$ cat config.mk
export PLATFORM = sky130hd
export DESIGN_NAME = cdsc_top
export DESIGN_NICKNAME = d
export VERILOG_FILES = /design/src/cdsc_pkg.sv /design/src/cdsc_node.sv /design/src/cdsc_top.sv
export SDC_FILE = /design/constraint.sdc
export NUM_CORES = 1
export LEC_CHECK = 0
export BUFFER_PORTS_ARGS = -buffer_cell sky130_fd_sc_hd__buf_2
export CORE_UTILIZATION = 35
export DETAILED_ROUTE_END_ITERATION = 8
export PLACE_DENSITY = 0.78
export SYNTH_ARGS = -nofsm -noshare
export SYNTH_HDL_FRONTEND = slang
export SYNTH_SLANG_ARGS = --single-unit
$ cat constraint.sdc
create_clock -name clk_sys_in -period 2.6 [get_ports clk_sys_in]
set_input_delay 0.39 -clock clk_sys_in [delete_from_list [all_inputs] [get_ports clk_sys_in]]
set_output_delay 0.39 -clock clk_sys_in [all_outputs]
set_load 0.05 [all_outputs]
$ cat src/cdsc_pkg.sv
package cdsc_pkg;
  localparam int unsigned NODES = 2;
  localparam logic [7:0] ADR_CTL0 = 8'h00;
  localparam logic [7:0] ADR_CTL1 = 8'h04;
  localparam logic [7:0] ADR_STS0 = 8'h08;
  localparam logic [7:0] ADR_STS1 = 8'h0c;
  localparam logic [7:0] ADR_SUSP_CFG = 8'h10;
  localparam int unsigned CTL_INIT = 0;
  localparam int unsigned CTL_SENS = 1;
  localparam int unsigned CTL_DIS = 2;
  localparam int unsigned STS_ACK = 0;
  localparam int unsigned STS_IDLE = 1;
  localparam int unsigned STS_INIT_EFF = 2;
  localparam int unsigned STS_BOFF = 3;
  localparam logic [2:0] CTL_RST = 3'h1;
  localparam logic [1:0] SUSP_CFG_RST = 2'h0;
  localparam int unsigned SUSP_CFG_STOP_BIT = 1;
  localparam logic [31:0] RD_UNMAPPED = 32'h0000_0000;
  typedef struct packed {
    logic [7:0]  addr;
    logic [31:0] wdata;
    logic        wr;
    logic        rd;
  } cdsc_bus_t;
  typedef struct packed {
    logic idle;
    logic boff;
    logic in_frame;
  } cdsc_node_st_t;
endpackage : cdsc_pkg

$ cat src/cdsc_node.sv
`timescale 1ns/1ps
module cdsc_node
  import cdsc_pkg::*;
(
  input  wire logic          clk_sys_in,
  input  wire logic          sys_rst_in,
  input  wire logic          init_sw_in,
  input  wire logic          sens_in,
  input  wire logic          dis_in,
  input  wire logic          susp_in,
  input  wire cdsc_node_st_t st_in,
  output logic               init_eff_out,
  output logic               ack_out
);
  // Stop point is bus idle or bus off; a running frame is never cut
  wire stop_pt = (st_in.idle | st_in.boff) & ~st_in.in_frame;
  wire want    = (susp_in & sens_in) | dis_in;
  logic forced;
  always_ff @(posedge clk_sys_in) begin
    if (sys_rst_in) begin
      forced  <= 1'b0;
      ack_out <= 1'b0;
    end else begin
      forced  <= want & (forced | stop_pt);
      ack_out <= want & (forced | stop_pt);
    end
  end
  assign init_eff_out = init_sw_in | forced;

  AST_NO_CUT: assert property (@(posedge clk_sys_in) disable iff (sys_rst_in)
    (!forced && st_in.in_frame) |=> !forced)
    else $error("node forced while frame running");
  AST_ACK_IDLE: assert property (@(posedge clk_sys_in) disable iff (sys_rst_in)
    ($rose(ack_out)) |-> $past(stop_pt))
    else $error("ack set away from idle or bus off");
  AST_DIS_ACK: assert property (@(posedge clk_sys_in) disable iff (sys_rst_in)
    (dis_in && stop_pt) |=> ack_out)
    else $error("disabled node did not ack at idle");
  AST_RELEASE: assert property (@(posedge clk_sys_in) disable iff (sys_rst_in)
    (!want) |=> (!forced && !ack_out))
    else $error("force not released");
endmodule : cdsc_node

$ cat src/cdsc_top.sv
`timescale 1ns/1ps
// What this block does
// - Each node has a software suspend sensitivity bit in its control register.
// - Sensitive node under suspend gets init forced at bus idle or bus off.
// - Running frame completes, no new frame starts, bus not blocked.
// - Graceful suspend keeps clock running; registers stay accessible.
// - Suspend acknowledge sets only once idle or bus off reached.
// - Config 1X gates module clock when suspend request goes active.
// - Immediate stop aborts activity and drives all transmit outputs recessive.
// - Node disable bit waits for bus idle or bus off then sets acknowledge.
module cdsc_top
  import cdsc_pkg::*;
(
  input  wire logic                     clk_sys_in,
  input  wire logic                     sys_rst_in,
  input  wire logic [7:0]               addr_in,
  input  wire logic [31:0]              wdata_in,
  input  wire logic                     wr_in,
  input  wire logic                     rd_in,
  output logic [31:0]                   rdata_out,
  input  wire logic                     susp_req_in,
  input  wire cdsc_pkg::cdsc_node_st_t  node_st_in [NODES],
  input  wire logic [NODES-1:0]         core_txd_in,
  output logic [NODES-1:0]              txd_out,
  output logic [NODES-1:0]              node_init_out,
  output logic                          clk_gate_en_out
);
  import cdsc_pkg::*;

  logic [2:0]       ctl [NODES];
  logic [1:0]       susp_cfg;
  logic [NODES-1:0] init_eff;
  logic [NODES-1:0] ack;

  // Clock runs unless stop mode selected and suspend active
  wire stop_now = susp_req_in & susp_cfg[SUSP_CFG_STOP_BIT];

  genvar g;
  generate
    for (g = 0; g < NODES; g++) begin : gen_node
      cdsc_node u_node (
        .clk_sys_in   (clk_sys_in),
        .sys_rst_in   (sys_rst_in),
        .init_sw_in   (ctl[g][CTL_INIT]),
        .sens_in      (ctl[g][CTL_SENS]),
        .dis_in       (ctl[g][CTL_DIS]),
        .susp_in      (susp_req_in),
        .st_in        (node_st_in[g]),
        .init_eff_out (init_eff[g]),
        .ack_out      (ack[g])
      );
      // A node that is not in init (software or forced) and not stopped passes its core line through unchanged
      AST_TXD_PASS: assert property (@(posedge clk_sys_in) disable iff (sys_rst_in)
        (!stop_now && !init_eff[g]) |=> (txd_out[g] == $past(core_txd_in[g])))
        else $error("transmit line not passed through");
    end
  endgenerate

  function automatic logic [31:0] sts_word(input logic a, input cdsc_node_st_t s, input logic ie);
    sts_word = 32'h0;
    sts_word[STS_ACK]      = a;
    sts_word[STS_IDLE]     = s.idle;
    sts_word[STS_INIT_EFF] = ie;
    sts_word[STS_BOFF]     = s.boff;
  endfunction : sts_word

  // Registers stay live during graceful suspend since clock is not gated
  wire [31:0] rd_mux =
    (addr_in == ADR_CTL0)     ? {29'h0, ctl[0]} :
    (addr_in == ADR_CTL1)     ? {29'h0, ctl[1]} :
    (addr_in == ADR_STS0)     ? sts_word(ack[0], node_st_in[0], init_eff[0]) :
    (addr_in == ADR_STS1)     ? sts_word(ack[1], node_st_in[1], init_eff[1]) :
    (addr_in == ADR_SUSP_CFG) ? {30'h0, susp_cfg} : RD_UNMAPPED;

  always_ff @(posedge clk_sys_in) begin
    if (sys_rst_in) begin
      ctl[0]          <= CTL_RST;
      ctl[1]          <= CTL_RST;
      susp_cfg        <= SUSP_CFG_RST;
      rdata_out       <= 32'h0;
      txd_out         <= '1;
      node_init_out   <= '1;
      clk_gate_en_out <= 1'b1;
    end else begin
      // Writes while stopped are dropped; behaviour there is undefined anyway
      if (wr_in && !stop_now) begin
        if (addr_in == ADR_CTL0) ctl[0] <= wdata_in[2:0];
        if (addr_in == ADR_CTL1) ctl[1] <= wdata_in[2:0];
        if (addr_in == ADR_SUSP_CFG) susp_cfg <= wdata_in[1:0];
      end
      rdata_out       <= rd_in ? rd_mux : 32'h0;
      clk_gate_en_out <= ~stop_now;
      // Forced init nodes and stopped module send recessive only
      txd_out         <= stop_now ? '1 : (core_txd_in | init_eff);
      node_init_out   <= init_eff;
    end
  end

  AST_STOP_GATE: assert property (@(posedge clk_sys_in) disable iff (sys_rst_in)
    (susp_req_in && susp_cfg[SUSP_CFG_STOP_BIT]) |=> !clk_gate_en_out)
    else $error("clock not gated in stop mode");
  AST_STOP_RECESSIVE: assert property (@(posedge clk_sys_in) disable iff (sys_rst_in)
    (susp_req_in && susp_cfg[SUSP_CFG_STOP_BIT]) |=> (txd_out == '1))
    else $error("transmit not recessive in stop");
  AST_GRACEFUL_CLK: assert property (@(posedge clk_sys_in) disable iff (sys_rst_in)
    (!susp_cfg[SUSP_CFG_STOP_BIT]) |=> clk_gate_en_out)
    else $error("clock gated in graceful mode");
  AST_UNGATE: assert property (@(posedge clk_sys_in) disable iff (sys_rst_in)
    $fell(susp_req_in) |=> clk_gate_en_out)
    else $error("clock not restored");
  AST_RD_DATA: assert property (@(posedge clk_sys_in) disable iff (sys_rst_in)
    (rd_in && addr_in == ADR_SUSP_CFG) |=> (rdata_out == {30'h0, $past(susp_cfg)}))
    else $error("read data wrong");
  AST_SENS_WR: assert property (@(posedge clk_sys_in) disable iff (sys_rst_in)
    (wr_in && !stop_now && addr_in == ADR_CTL0) |=> (ctl[0][CTL_SENS] == $past(wdata_in[1])))
    else $error("sensitivity bit not written");
endmodule : cdsc_top

==> impl_summary.md, run 1 <==
Clock tree
The maximum root-to-sink buffer count is 2. TritonCTS built the clock tree. CTS built an H-tree with a depth of 1.

Gates resized during post-CTS repair numbered 0. After clock tree synthesis, the clock-pin slew on the worst setup and hold paths is between 100 and 150 ps. The number of buffers created by CTS is 3.

The clock latency at the later pin of the worst-skew pair is around 300 ps. The number of hold buffers added after CTS was 0. Once the clock tree was built, the setup fixing pass inserted 0 buffers.

Counting every sink on the clock net gives 19. Clock tree synthesis selected as its root buffer the cell sky130_fd_sc_hd__clkbuf_4.

Synth
The number of different library cells in the post-synthesis netlist is 31. Summing the sequential cell areas from Yosys gives a little over two fifths of the chip area. The netlist area before placement is around 0.0010 mm2. The combinational family with the most area after synthesis is buffers and inverters.

The compound-gate portion of the synthesized area is roughly 7.0%. The simple-gate portion of the synthesized area is between 20% and 30%. The per-instance average area after synthesis is between 9 and 10 um2. The multiplexer share of the synthesized area is 6.115%. The number of enable flip-flop cells after synthesis is 6.

The post-synthesis share of cell area spent on full adders, half adders and majority gates is 0%. The xor/xnor share of the synthesized area is 0%. The number of warnings printed during yosys synthesis is 0. The number of instances in the synthesized netlist is about 110. The async set or reset register ratio after synthesis is 0%. The most used flip-flop cell after synthesis is sky130_fd_sc_hd__dfxtp_1.

The number of synthesized register bits is 19.

Global routing
The via count of the first global-routing pass is roughly 700. The most congested layer reported by global routing is met2. The global-route met1 utilization is between 10% and 20%. Global routing used 12.11% of the available tracks. The global routing met2 resource utilization is a little over a fifth. The first global-routing pass estimated roughly 3 mm of wire. The total grt overflow is 0. The largest net degree at the start of global routing is 14.

The met3 capacity usage during global routing is ~3.7%. The number of antenna violations at the first check in global routing is 0.

STA
The final setup violation count is 0. The final critical path takes up 66.41% of the cycle. Based on the critical path, the design can be clocked at up to slightly below 0.6 GHz. The actual slew at the worst max-slew pin is 528.6 ps. The final worst-path setup slack is 873.3 ps. Setup repair after global routing left no endpoint under its margin. Headroom to the max-slew limit came out at between 60% and 70%. The number of hold-slack violations in the final timing report is 0.

The count of final max-slew check failures is 0. Between clock sinks in the finished design, the worst skew comes to 0.6725 ps. After routing, the total negative slack on setup checks comes to 0 ps. Subtracting the final worst setup slack from the clock period gives approximately 1700 ps.

Min path
The worst hold path belongs to the class in -> reg. The hold path startpoint is core_txd_in[0]. The cell depth of the worst hold path is 2. The path with the worst hold slack has its endpoint at txd_out[0].

Setup path
The delay of the slowest cell on the worst path is 530 ps. The cell at the slowest stage of the critical path is sky130_fd_sc_hd__o31ai_1. The startpoint identified for the worst register-to-register timing path is susp_cfg[1]. Across all register-to-register paths, the minimum setup slack is approximately 890 ps. The endpoint kind of the worst setup timing path is a register. The worst register-to-register path has a depth of 3.

STA puts the critical path data required time at roughly 2600 ps. The worst endpoint data arrival time is 1680 ps. By startpoint and endpoint, the worst setup path is classified as in -> reg.

The worst register-to-register path ends at ctl[0][5]. The type of element launching the critical path is an input pin. Traced cell by cell, the critical path runs through buf_2, nor4_1, nand3_1, o31ai_1. The most critical setup path has its startpoint at addr_in[1]. The maximum fanout along the worst path is 4.

Placed design
The weighted congestion at the end of routability-driven global placement is between 0.8 and 0.9. The count of port buffers added during placement is 32. Before CTS, the worst setup slack after placement is about 550 ps. The HPWL after detailed placement is roughly 1.5 mm. The area of placed instances is 0.001119 mm2.

Drt
The routed via count is between 700 and 800. The post-route DRC violation count is 0. After detailed routing, the average wire length per cell comes to ~11 um. The DRC violation total after the first TritonRoute iteration is 21. After detailed routing, the number of vias per cell comes to about 4.5. The first-pass iteration count of the detailed router is 4. The sum of routed wire length over all layers is 1.853 mm. The count of nets left with antenna violations once routing finished came out at 0.

Cells and area
Once layout is done, the placed cells without fillers occupy 0.001146 mm2. Measured on the finished design, the core utilization comes to roughly 41%. Compared with the post-synthesis result, the final layout area differs by 9.832%.

After the last flow step, the layout net total stands at 198. The fraction of final layout cells with drive strength greater than 1 is between 30 and 40%. In the layout the commonest cells are sky130_fd_sc_hd__buf_2, sky130_fd_sc_hd__conb_1, sky130_fd_sc_hd__dfxtp_1. The leading cell type in the layout, fill and taps excluded is sky130_fd_sc_hd__buf_2. The count of antenna diodes in the layout is 0.

Floorplan
The die footprint is between 0.003 and 0.004 mm2. The I/O pin count is 90. The starting density of the core is between 30 and 40%. In this run the standard cell core region covers approximately 0.0028 mm2. The horizontal die dimension is 56.60 um. The die extent in y is 56.60 um. The initialized floorplan defines 19 standard-cell rows.

Job
The max-capacitance violation count is 0.

Pwr
The leakage power is between 0.5 and 0.6 nW. Summing internal, switching and leakage power gives approximately 630 uW. Across the VDD grid, the largest voltage drop is 0.0003881 V.

The cell area power density is ~550 mW/mm2.

Run status
The run finished with clean final reports.
## synthesized netlist by cell type, drive strengths merged (2+ instances only)
| cell type | count | area, um2 |
|---|---|---|
| edfxtp | 6 | 180.2 |
| buf | 29 | 221.5 |
| inv | 3 | 11.26 |
| nor2 | 9 | 33.78 |
| nor3b | 2 | 15.01 |
| dfxtp | 13 | 260.3 |
| o22ai | 2 | 12.51 |
| nand2 | 6 | 22.52 |
| nor3 | 4 | 20.02 |
| mux2i | 3 | 30.03 |
| and2 | 5 | 33.78 |
| mux2 | 3 | 33.78 |
| nor2b | 2 | 12.51 |
| a21oi | 6 | 30.03 |
| a22oi | 2 | 15.01 |
| o31ai | 2 | 15.01 |
| or3 | 3 | 21.27 |
## state kept, by name, indices dropped and copies added, names as in the netlist
register                 flops
ctl                          6
rdata_out                    4
gen_node.u_node.ack_out      2
node_init_out                2
susp_cfg                     2
txd_out                      2
clk_gate_en_out              1
## worst max path at each step
stage | to | depth (start not counted)
4_1_cts | ctl[0][4] | 4
2_1_floorplan | ctl[0][0] | 3
3_3_place_gp | ctl[0][4] | 4
6_report | ctl[0][5] | 4
5_1_grt | ctl[0][4] | 4
3_5_place_dp | ctl[0][4] | 4
## metal layers
metal,up-vias,part of all wire (%)
li1,389,-
met1,350,40
met2,48,49
met3,4,9.8
met4,0,1.1
met5,-,0
## per-stage QoR
stage | hold WS, ps | cells
after floorplan | 435.2 | 138
after global placement | 458.4 | 171
after detailed placement | 470.0 | 171
after CTS | 270.7 | 175
after global routing | 270.2 | 175
final | 277.1 | 175
## final cells by class
class / count / area, um2
fill: 281 / 1635
inverter: 4 / 15.01
clock buffer: 3 / 22.52
sequential: 19 / 440.4
tap: 31 / 38.79
timing repair buffer: 32 / 160.2
multi-input combinational: 85 / 464.2
clock inverter: 1 / 5.005
## worst max-delay path, delay by kind of cell
kind	cells	cell delay, ps
simple gates	2	650
compound gates	1	530
buf+inv	1	100
## kinds of logic after synthesis
kind of cell	after synthesis
and+or+nand+nor	39
buffers and inverters	34
DFF	19
AOI/OAI and AO/OA	12
muxes	6
other	1
## power by group
part           internal [mW]  leakage (nW)  total (mW)  switching, mW
clock                 0.0573        0.0177       0.149         0.0913
sequential             0.315         0.164       0.320        0.00482
combinational         0.0317         0.351       0.162          0.130
(Power assumes the default switching activity.)
==> inputs of run 2 (changes only) <==
==> constraint.sdc (replaced) <==
create_clock -name clk_sys_in -period 1.75 [get_ports clk_sys_in]
set_input_delay 0.2625 -clock clk_sys_in [delete_from_list [all_inputs] [get_ports clk_sys_in]]
set_output_delay 0.2625 -clock clk_sys_in [all_outputs]
set_load 0.05 [all_outputs]
==> run 2 against run 1 <==
Routed wire length is 2.2% lower. First-iteration DRC count stayed put. Critical path depth stayed put. Largest cell class unchanged. Highest routed layer unchanged.
==> impl_summary.md, run 2 (synthesized netlist as in run 1, its figures left out) <==
Setup path
The maximum fanout along the worst path is 4. Grouping stages by cell kind, the critical path spends the most delay in simple AND/OR/NAND/NOR gates. The type of element launching the critical path is a register.

Data on the critical path is required at its endpoint by 1790 ps. The endpoint kind of the worst setup timing path is a register. The critical path goes through and2_4, or3b_4, nor3_1, nand2b_1. The largest single stage delay on the critical path is around 380 ps. The critical path contains buffers and inverters numbering 0 combined. The slowest stage of the critical path belongs to the cell sky130_fd_sc_hd__or3b_4. The worst endpoint data arrival time is around 1600 ps. The category of the critical setup timing path is reg -> reg.

Pwr
Power spread over the standard cell area amounts to slightly above 800 mW/mm2. The design draws about 930 uW. The leakage power is ~0.54 nW. The worst-case IR drop observed on VDD is roughly 0.00044 V.

Job
The max-capacitance violation count is 0.

Placed design
The HPWL after detailed placement is 1.487 mm. At the end of routability-driven placement, the weighted congestion stood at roughly 0.8. During placement, the flow inserted port buffers numbering 32. The area of placed instances is 0.001134 mm2.

Global routing
The global-route wire length before repair is 2.891 mm. The largest net degree at the start of global routing is 14. The global-route met1 utilization is 12.41%. The global routing met2 resource utilization is 20.67%. The overall global routing resource usage is around an eighth. The met3 capacity usage during global routing is 3.687%.

The most congested layer reported by global routing is met2. The via count of the first global-routing pass was ~690. The number of antenna violations at the first check in global routing came to 0. Summed over all layers, the global routing overflow is 0.

Cells and area
The count of antenna diodes in the layout is 0. The final layout contains 200 nets. The top cell types in the final layout, fill and taps aside, are sky130_fd_sc_hd__buf_2, sky130_fd_sc_hd__conb_1, sky130_fd_sc_hd__dfxtp_1. The leading cell type in the layout, fill and taps excluded is sky130_fd_sc_hd__buf_2. The area of all placed cells without fillers is roughly 0.0012 mm2. The register with the most flip-flops in the layout has 6 of them. The register ranked first by flip-flop count is ctl. From synthesis to final layout, the design area changed by 11.15%. Of the cells placed in the final design, the portion with a size suffix greater than 1 is ~30%. In the final layout, the registers with the most flip-flops are ctl (6), rdata_out (4).

Floorplan
The die extent in y is 56.60 um. The core region is around 0.0028 mm2. The horizontal die dimension is approximately 57 um.

The row count is 19. The floorplan step defined a die boundary enclosing between 0.003 and 0.004 mm2. The I/O pin count is 90. Once the floorplan was initialized, standard cells occupied approximately 38% of the core.

Clock tree
CTS built an H-tree with a depth of 1. The clock latency at the later pin of the worst-skew pair is 290 ps. The tree built by TritonCTS fans out to 19 sinks. The total of cells resized after clock tree synthesis is 0. The number of hold buffers added after CTS is 0. The CTS tree is done. The number of buffers created by CTS is 3. After clock tree synthesis, the clock-pin slew on the worst setup and hold paths is about 100 ps. The post-CTS setup repair buffer count is 0. The library cell used as clock root buffer is sky130_fd_sc_hd__clkbuf_4. The clock passes through at most 2 buffers.

Drt
The count of nets left with antenna violations once routing finished came out at 0. The routed layout has 792 vias. For this block, the initial DRC count from the detailed router was 21. The post-route DRC violation count is 0. The first detailed-routing pass ran for 4 iterations. After detailed routing, the average wire length per cell comes to slightly above 10 um.

The routed design has around 1.8 mm of wire. Using the TritonRoute via totals, the vias-per-cell ratio works out to ~4.5.

Min path
The worst min-delay path class is in -> reg.

STA
The shortest period the worst path allows is about 1500 ps. Setup repair after global routing left no endpoint under its margin. The final setup skew is ~5.5 ps. The number of hold-slack violations in the final timing report was 0. The final setup violation count is 0. The final cycle utilization of the critical path is a little under 90%. Derived from the worst setup path, the maximum achievable clock frequency is roughly 0.65 GHz. The count of final max-slew check failures is 0.

Run status
The flow ran to the end, and the final reports show no timing, DRC or antenna violations.
[run 2: cell count changes in the layout (fill, tap and decap cells not counted)]
cell,delta
sky130_fd_sc_hd__clkinv_2,-1
sky130_fd_sc_hd__buf_4,+2
sky130_fd_sc_hd__clkbuf_1,+1
[run 2: worst paths after layout]
path / start / endpoint / slack (ps) / cells after the start
worst max-delay path: susp_cfg[1] / ctl[0][0] / 200 / 4
worst min-delay path: core_txd_in[0] / txd_out[0] / 160 / 2
worst max register to register: susp_cfg[1] / ctl[0][0] / 200 / 4
worst min register to register: susp_cfg[0] / susp_cfg[0] / 480 / 2
[run 2: per-layer routing]
layer  wire length (um)  share of wire (%)
met5                  0                  0
met3                166                9.2
met1                718                 40
met4                 22                1.2
met2                905                 50
[run 2: final cells by class]
class,instances,area (um2)
Multi-Input combinational cell,85,464.2
Fill cell,278,1622
Tap cell,31,38.79
Inverter,4,15.01
Clock buffer,4,26.28
Timing Repair Buffer,34,175.2
Sequential cell,19,440.4
[run 2: where the power goes]
part	leakage, nW	switching [mW]	internal [mW]
combinational	0.360	0.195	0.0499
clock	0.0150	0.125	0.0886
sequential	0.164	0.00716	0.468
total	0.539	0.327	0.607
[run 2: through the flow]
stage,util (%),setup TNS (ps),instances,hold slack (ps),worst slack [ps]
5_1_grt,41.70,0,177,162.6,106.6
4_1_cts,41.70,0,177,158.7,199.5
3_3_place_gp,40.76,0,173,458.3,40.33
2_1_floorplan,-,0,138,339.2,219.7
6_report,41.70,0,177,162.9,204.9
3_5_place_dp,40.76,-71.92,173,463.1,-17.43
==> inputs of run 3 (changes only) <==
--- a/config.mk
+++ b/config.mk
@@ -6,9 +6,9 @@
 export NUM_CORES = 1
 export LEC_CHECK = 0
 export BUFFER_PORTS_ARGS = -buffer_cell sky130_fd_sc_hd__buf_2
-export CORE_UTILIZATION = 35
+export CORE_UTILIZATION = 37
 export DETAILED_ROUTE_END_ITERATION = 8
-export PLACE_DENSITY = 0.78
+export PLACE_DENSITY = 0.81
 export SYNTH_ARGS = -nofsm -noshare
 export SYNTH_HDL_FRONTEND = slang
 export SYNTH_SLANG_ARGS = --single-unit
==> run 3 against run 2 <==
Critical path depth is the same. Via count shrank 0.76%. Routed wire length grew 1.3%. Non-clock buffer count grew 1. Fmax shrank 0.71%. Cell area grew 0.54%. Global-route usage grew 0.77 points. Clock skew grew 3.3 ps. Die area shrank 5.2%. Critical path type unchanged. Largest power group unchanged. Critical endpoint is now ctl[0][3]. Clock power shrank 3%.
==> impl_summary.md, run 3 (synthesized netlist as in run 1, its figures left out) <==
Run status
The run finished with clean final reports.

Clock tree
The number of hold buffers added after CTS is 0. In this run the number of H-tree levels came out at 1. The total of cells resized after clock tree synthesis is 0. Counting along the longest clock path gives a buffer depth of 2.

The number of buffers created by CTS is 3. The post-CTS setup repair buffer count is 0. At the later pin of the worst-skew pair, clock insertion delay measures 290 ps. The clock edge transition at the registers on the reported setup and hold paths is around 100 ps.

Clock tree synthesis selected as its root buffer the cell sky130_fd_sc_hd__clkbuf_4. TritonCTS built the clock tree. The clock drives 19 sinks.

Setup path
The endpoint kind of the worst setup timing path is a register. The kind of cell adding the most delay to the critical path is simple AND/OR/NAND/NOR gates. STA puts the critical path data arrival time at between 1500 and 2000 ps. The reg-to-reg setup timing slack is 190 ps. Walking the worst path, the cells encountered are and2_4, or3b_4, o31ai_1, buf_4.

In this run the critical register-to-register path is captured at ctl[0][3]. The buffering stage count on the worst path with inverters included is 1. The startpoint identified for the worst register-to-register timing path is susp_cfg[1]. The largest single stage delay on the critical path is 380 ps.

The maximum fanout along the worst path is 4. The critical path is of the reg -> reg type. The cell at the slowest stage of the critical path is sky130_fd_sc_hd__or3b_4. The count of cells along the worst register-to-register path is 4. At the worst endpoint, the required time is 1760 ps. STA classifies the critical path startpoint as a register.

Drt
The post-route DRC violation count is 0. Dividing the detail-routed wire length by the instance count gives ~10 um. The DRC violation total after the first TritonRoute iteration is 12. Across all layers, the routed design uses 786 vias. The sum of routed wire length over all layers is 1.836 mm. Once detail routing completed, the nets flagged for antenna violations numbered 0.

The via density per instance is 4.441. For this run, the detailed router's first-pass iteration total came to 4.

Global routing
After global routing the overflow that remains totals 0. The first global-routing pass estimated between 2 and 3 mm of wire. The largest net degree at the start of global routing is 14. The number of antenna violations at the first check in global routing is 0.

The via count of the first global-routing pass came to between 600 and 700. The overall global routing resource usage is between 10% and 20%.

Cells and area
The count of antenna diodes in the layout is 0. Cells fill between 40% and 50% of the core in the end. The area growth from synthesis to layout is 11.75%. The largest registers in the layout are ctl (6), rdata_out (4). The final layout contains 201 nets. More flip-flops sit in one register than any other, and that register is ctl. The count of cells in the finished layout, fillers not included, comes to roughly 180. Of the cells placed in the final design, the portion with a size suffix greater than 1 is between 30% and 40%.

The register with the most flip-flops in the layout has 6 of them. Leaving out fill and tap cells, the most frequent cells in the layout are sky130_fd_sc_hd__buf_2, sky130_fd_sc_hd__conb_1, sky130_fd_sc_hd__dfxtp_1. The leading cell type in the layout, fill and taps excluded is sky130_fd_sc_hd__buf_2.

STA
Setup repair after global routing left no endpoint under its margin. The highest attainable clock frequency is about 0.64 GHz. Summed over all failing endpoints, the final setup total negative slack is 0 ps. The count of final max-slew check failures is 0. The number of hold-slack violations in the final timing report is 0. Subtracting the final worst setup slack from the clock period gives 1556 ps.

The final setup violation count is 0. Between clock sinks in the finished design, the worst skew comes to between 8 and 9 ps. The final cycle utilization of the critical path is between 80% and 90%.

Placed design
At the end of routability-driven placement, the weighted congestion stood at 0.8211. Including well taps, the total number of placed cells is about 170. The count of port buffers added during placement is 32. The wire-length estimate of the detail-placed layout is 1.518 mm.

Min path
The cell depth of the worst hold path is 2. The hold path startpoint is core_txd_in[0]. The worst min-delay path class is in -> reg. The worst-case hold path end point is txd_out[0].

Pwr
The cell area power density is around 800 mW/mm2. The worst-case IR drop observed on VDD is just over 0.0005 V. Summed over all cells, the static leakage comes to about 0.54 nW.

Floorplan
The I/O pin count is 90. The die covers between 0.003 and 0.004 mm2. The placeable core area is roughly 0.0026 mm2.

The horizontal die dimension is 55.11 um. The row count is 18. The die extent in y is approximately 55 um. For this configuration, the core starts out at a cell density of 40.64%.

Job
The tool flagged a number of max-cap violations equal to 0.
==> run 3: metal layers <==
metal  GRT usage, %  vias up  routed length (um)
li1               -      395                   -
met1          13.95      333                 709
met2          22.09       54                 902
met3          1.913        4                 190
met4          7.500        0                  34
met5              0        -                   0
==> run 3: worst max-delay path by stage <==
stage                           end  cells after the start  slack, ps   startpoint
final                     ctl[0][3]                      4        190  susp_cfg[1]
after global placement    ctl[0][3]                      5         90   addr_in[1]
after floorplan           ctl[0][0]                      3        220   addr_in[1]
after CTS                 ctl[0][3]                      4        210  susp_cfg[1]
after detailed placement  ctl[0][0]                      5         50   addr_in[1]
after global routing      ctl[0][0]                      4        150  susp_cfg[1]
==> run 3: metrics by stage <==
step	power (mW)	worst slack, ps	hold WS [ps]	cell area, um2
after floorplan	0.7309	219.7	339.2	1145
after global placement	0.7276	87.08	457.4	1140
after detailed placement	0.7308	48.00	464.2	1140
after CTS	0.9394	205.8	161.7	1166
after global routing	0.9751	149.5	156.1	1166
final	0.9296	193.9	172.7	1166
==> run 3: final cells by class <==
class                   count  area, um2
multi-input cells          85      464.2
flip-flops and latches     19      440.4
inverters                   4      15.01
repair buffers             35      182.7
clock buffers               4      26.28
fillers                   255       1401
well taps                  30      37.54
==> run 3: where the power goes <==
group / switching [mW] / internal [mW] / total, mW
Combinational: 0.195 / 0.0514 / 0.246
Sequential: 0.00758 / 0.468 / 0.476
Clock: 0.119 / 0.0884 / 0.207
==> run 3: worst register-to-register path, delay by kind of cell, from the launching register on <==
kind	cells	cell delay, ps
flip-flops	1	360
buffers and inverters	1	170
AND/OR/NAND/NOR	2	540
AO/OA/AOI/OAI	1	210
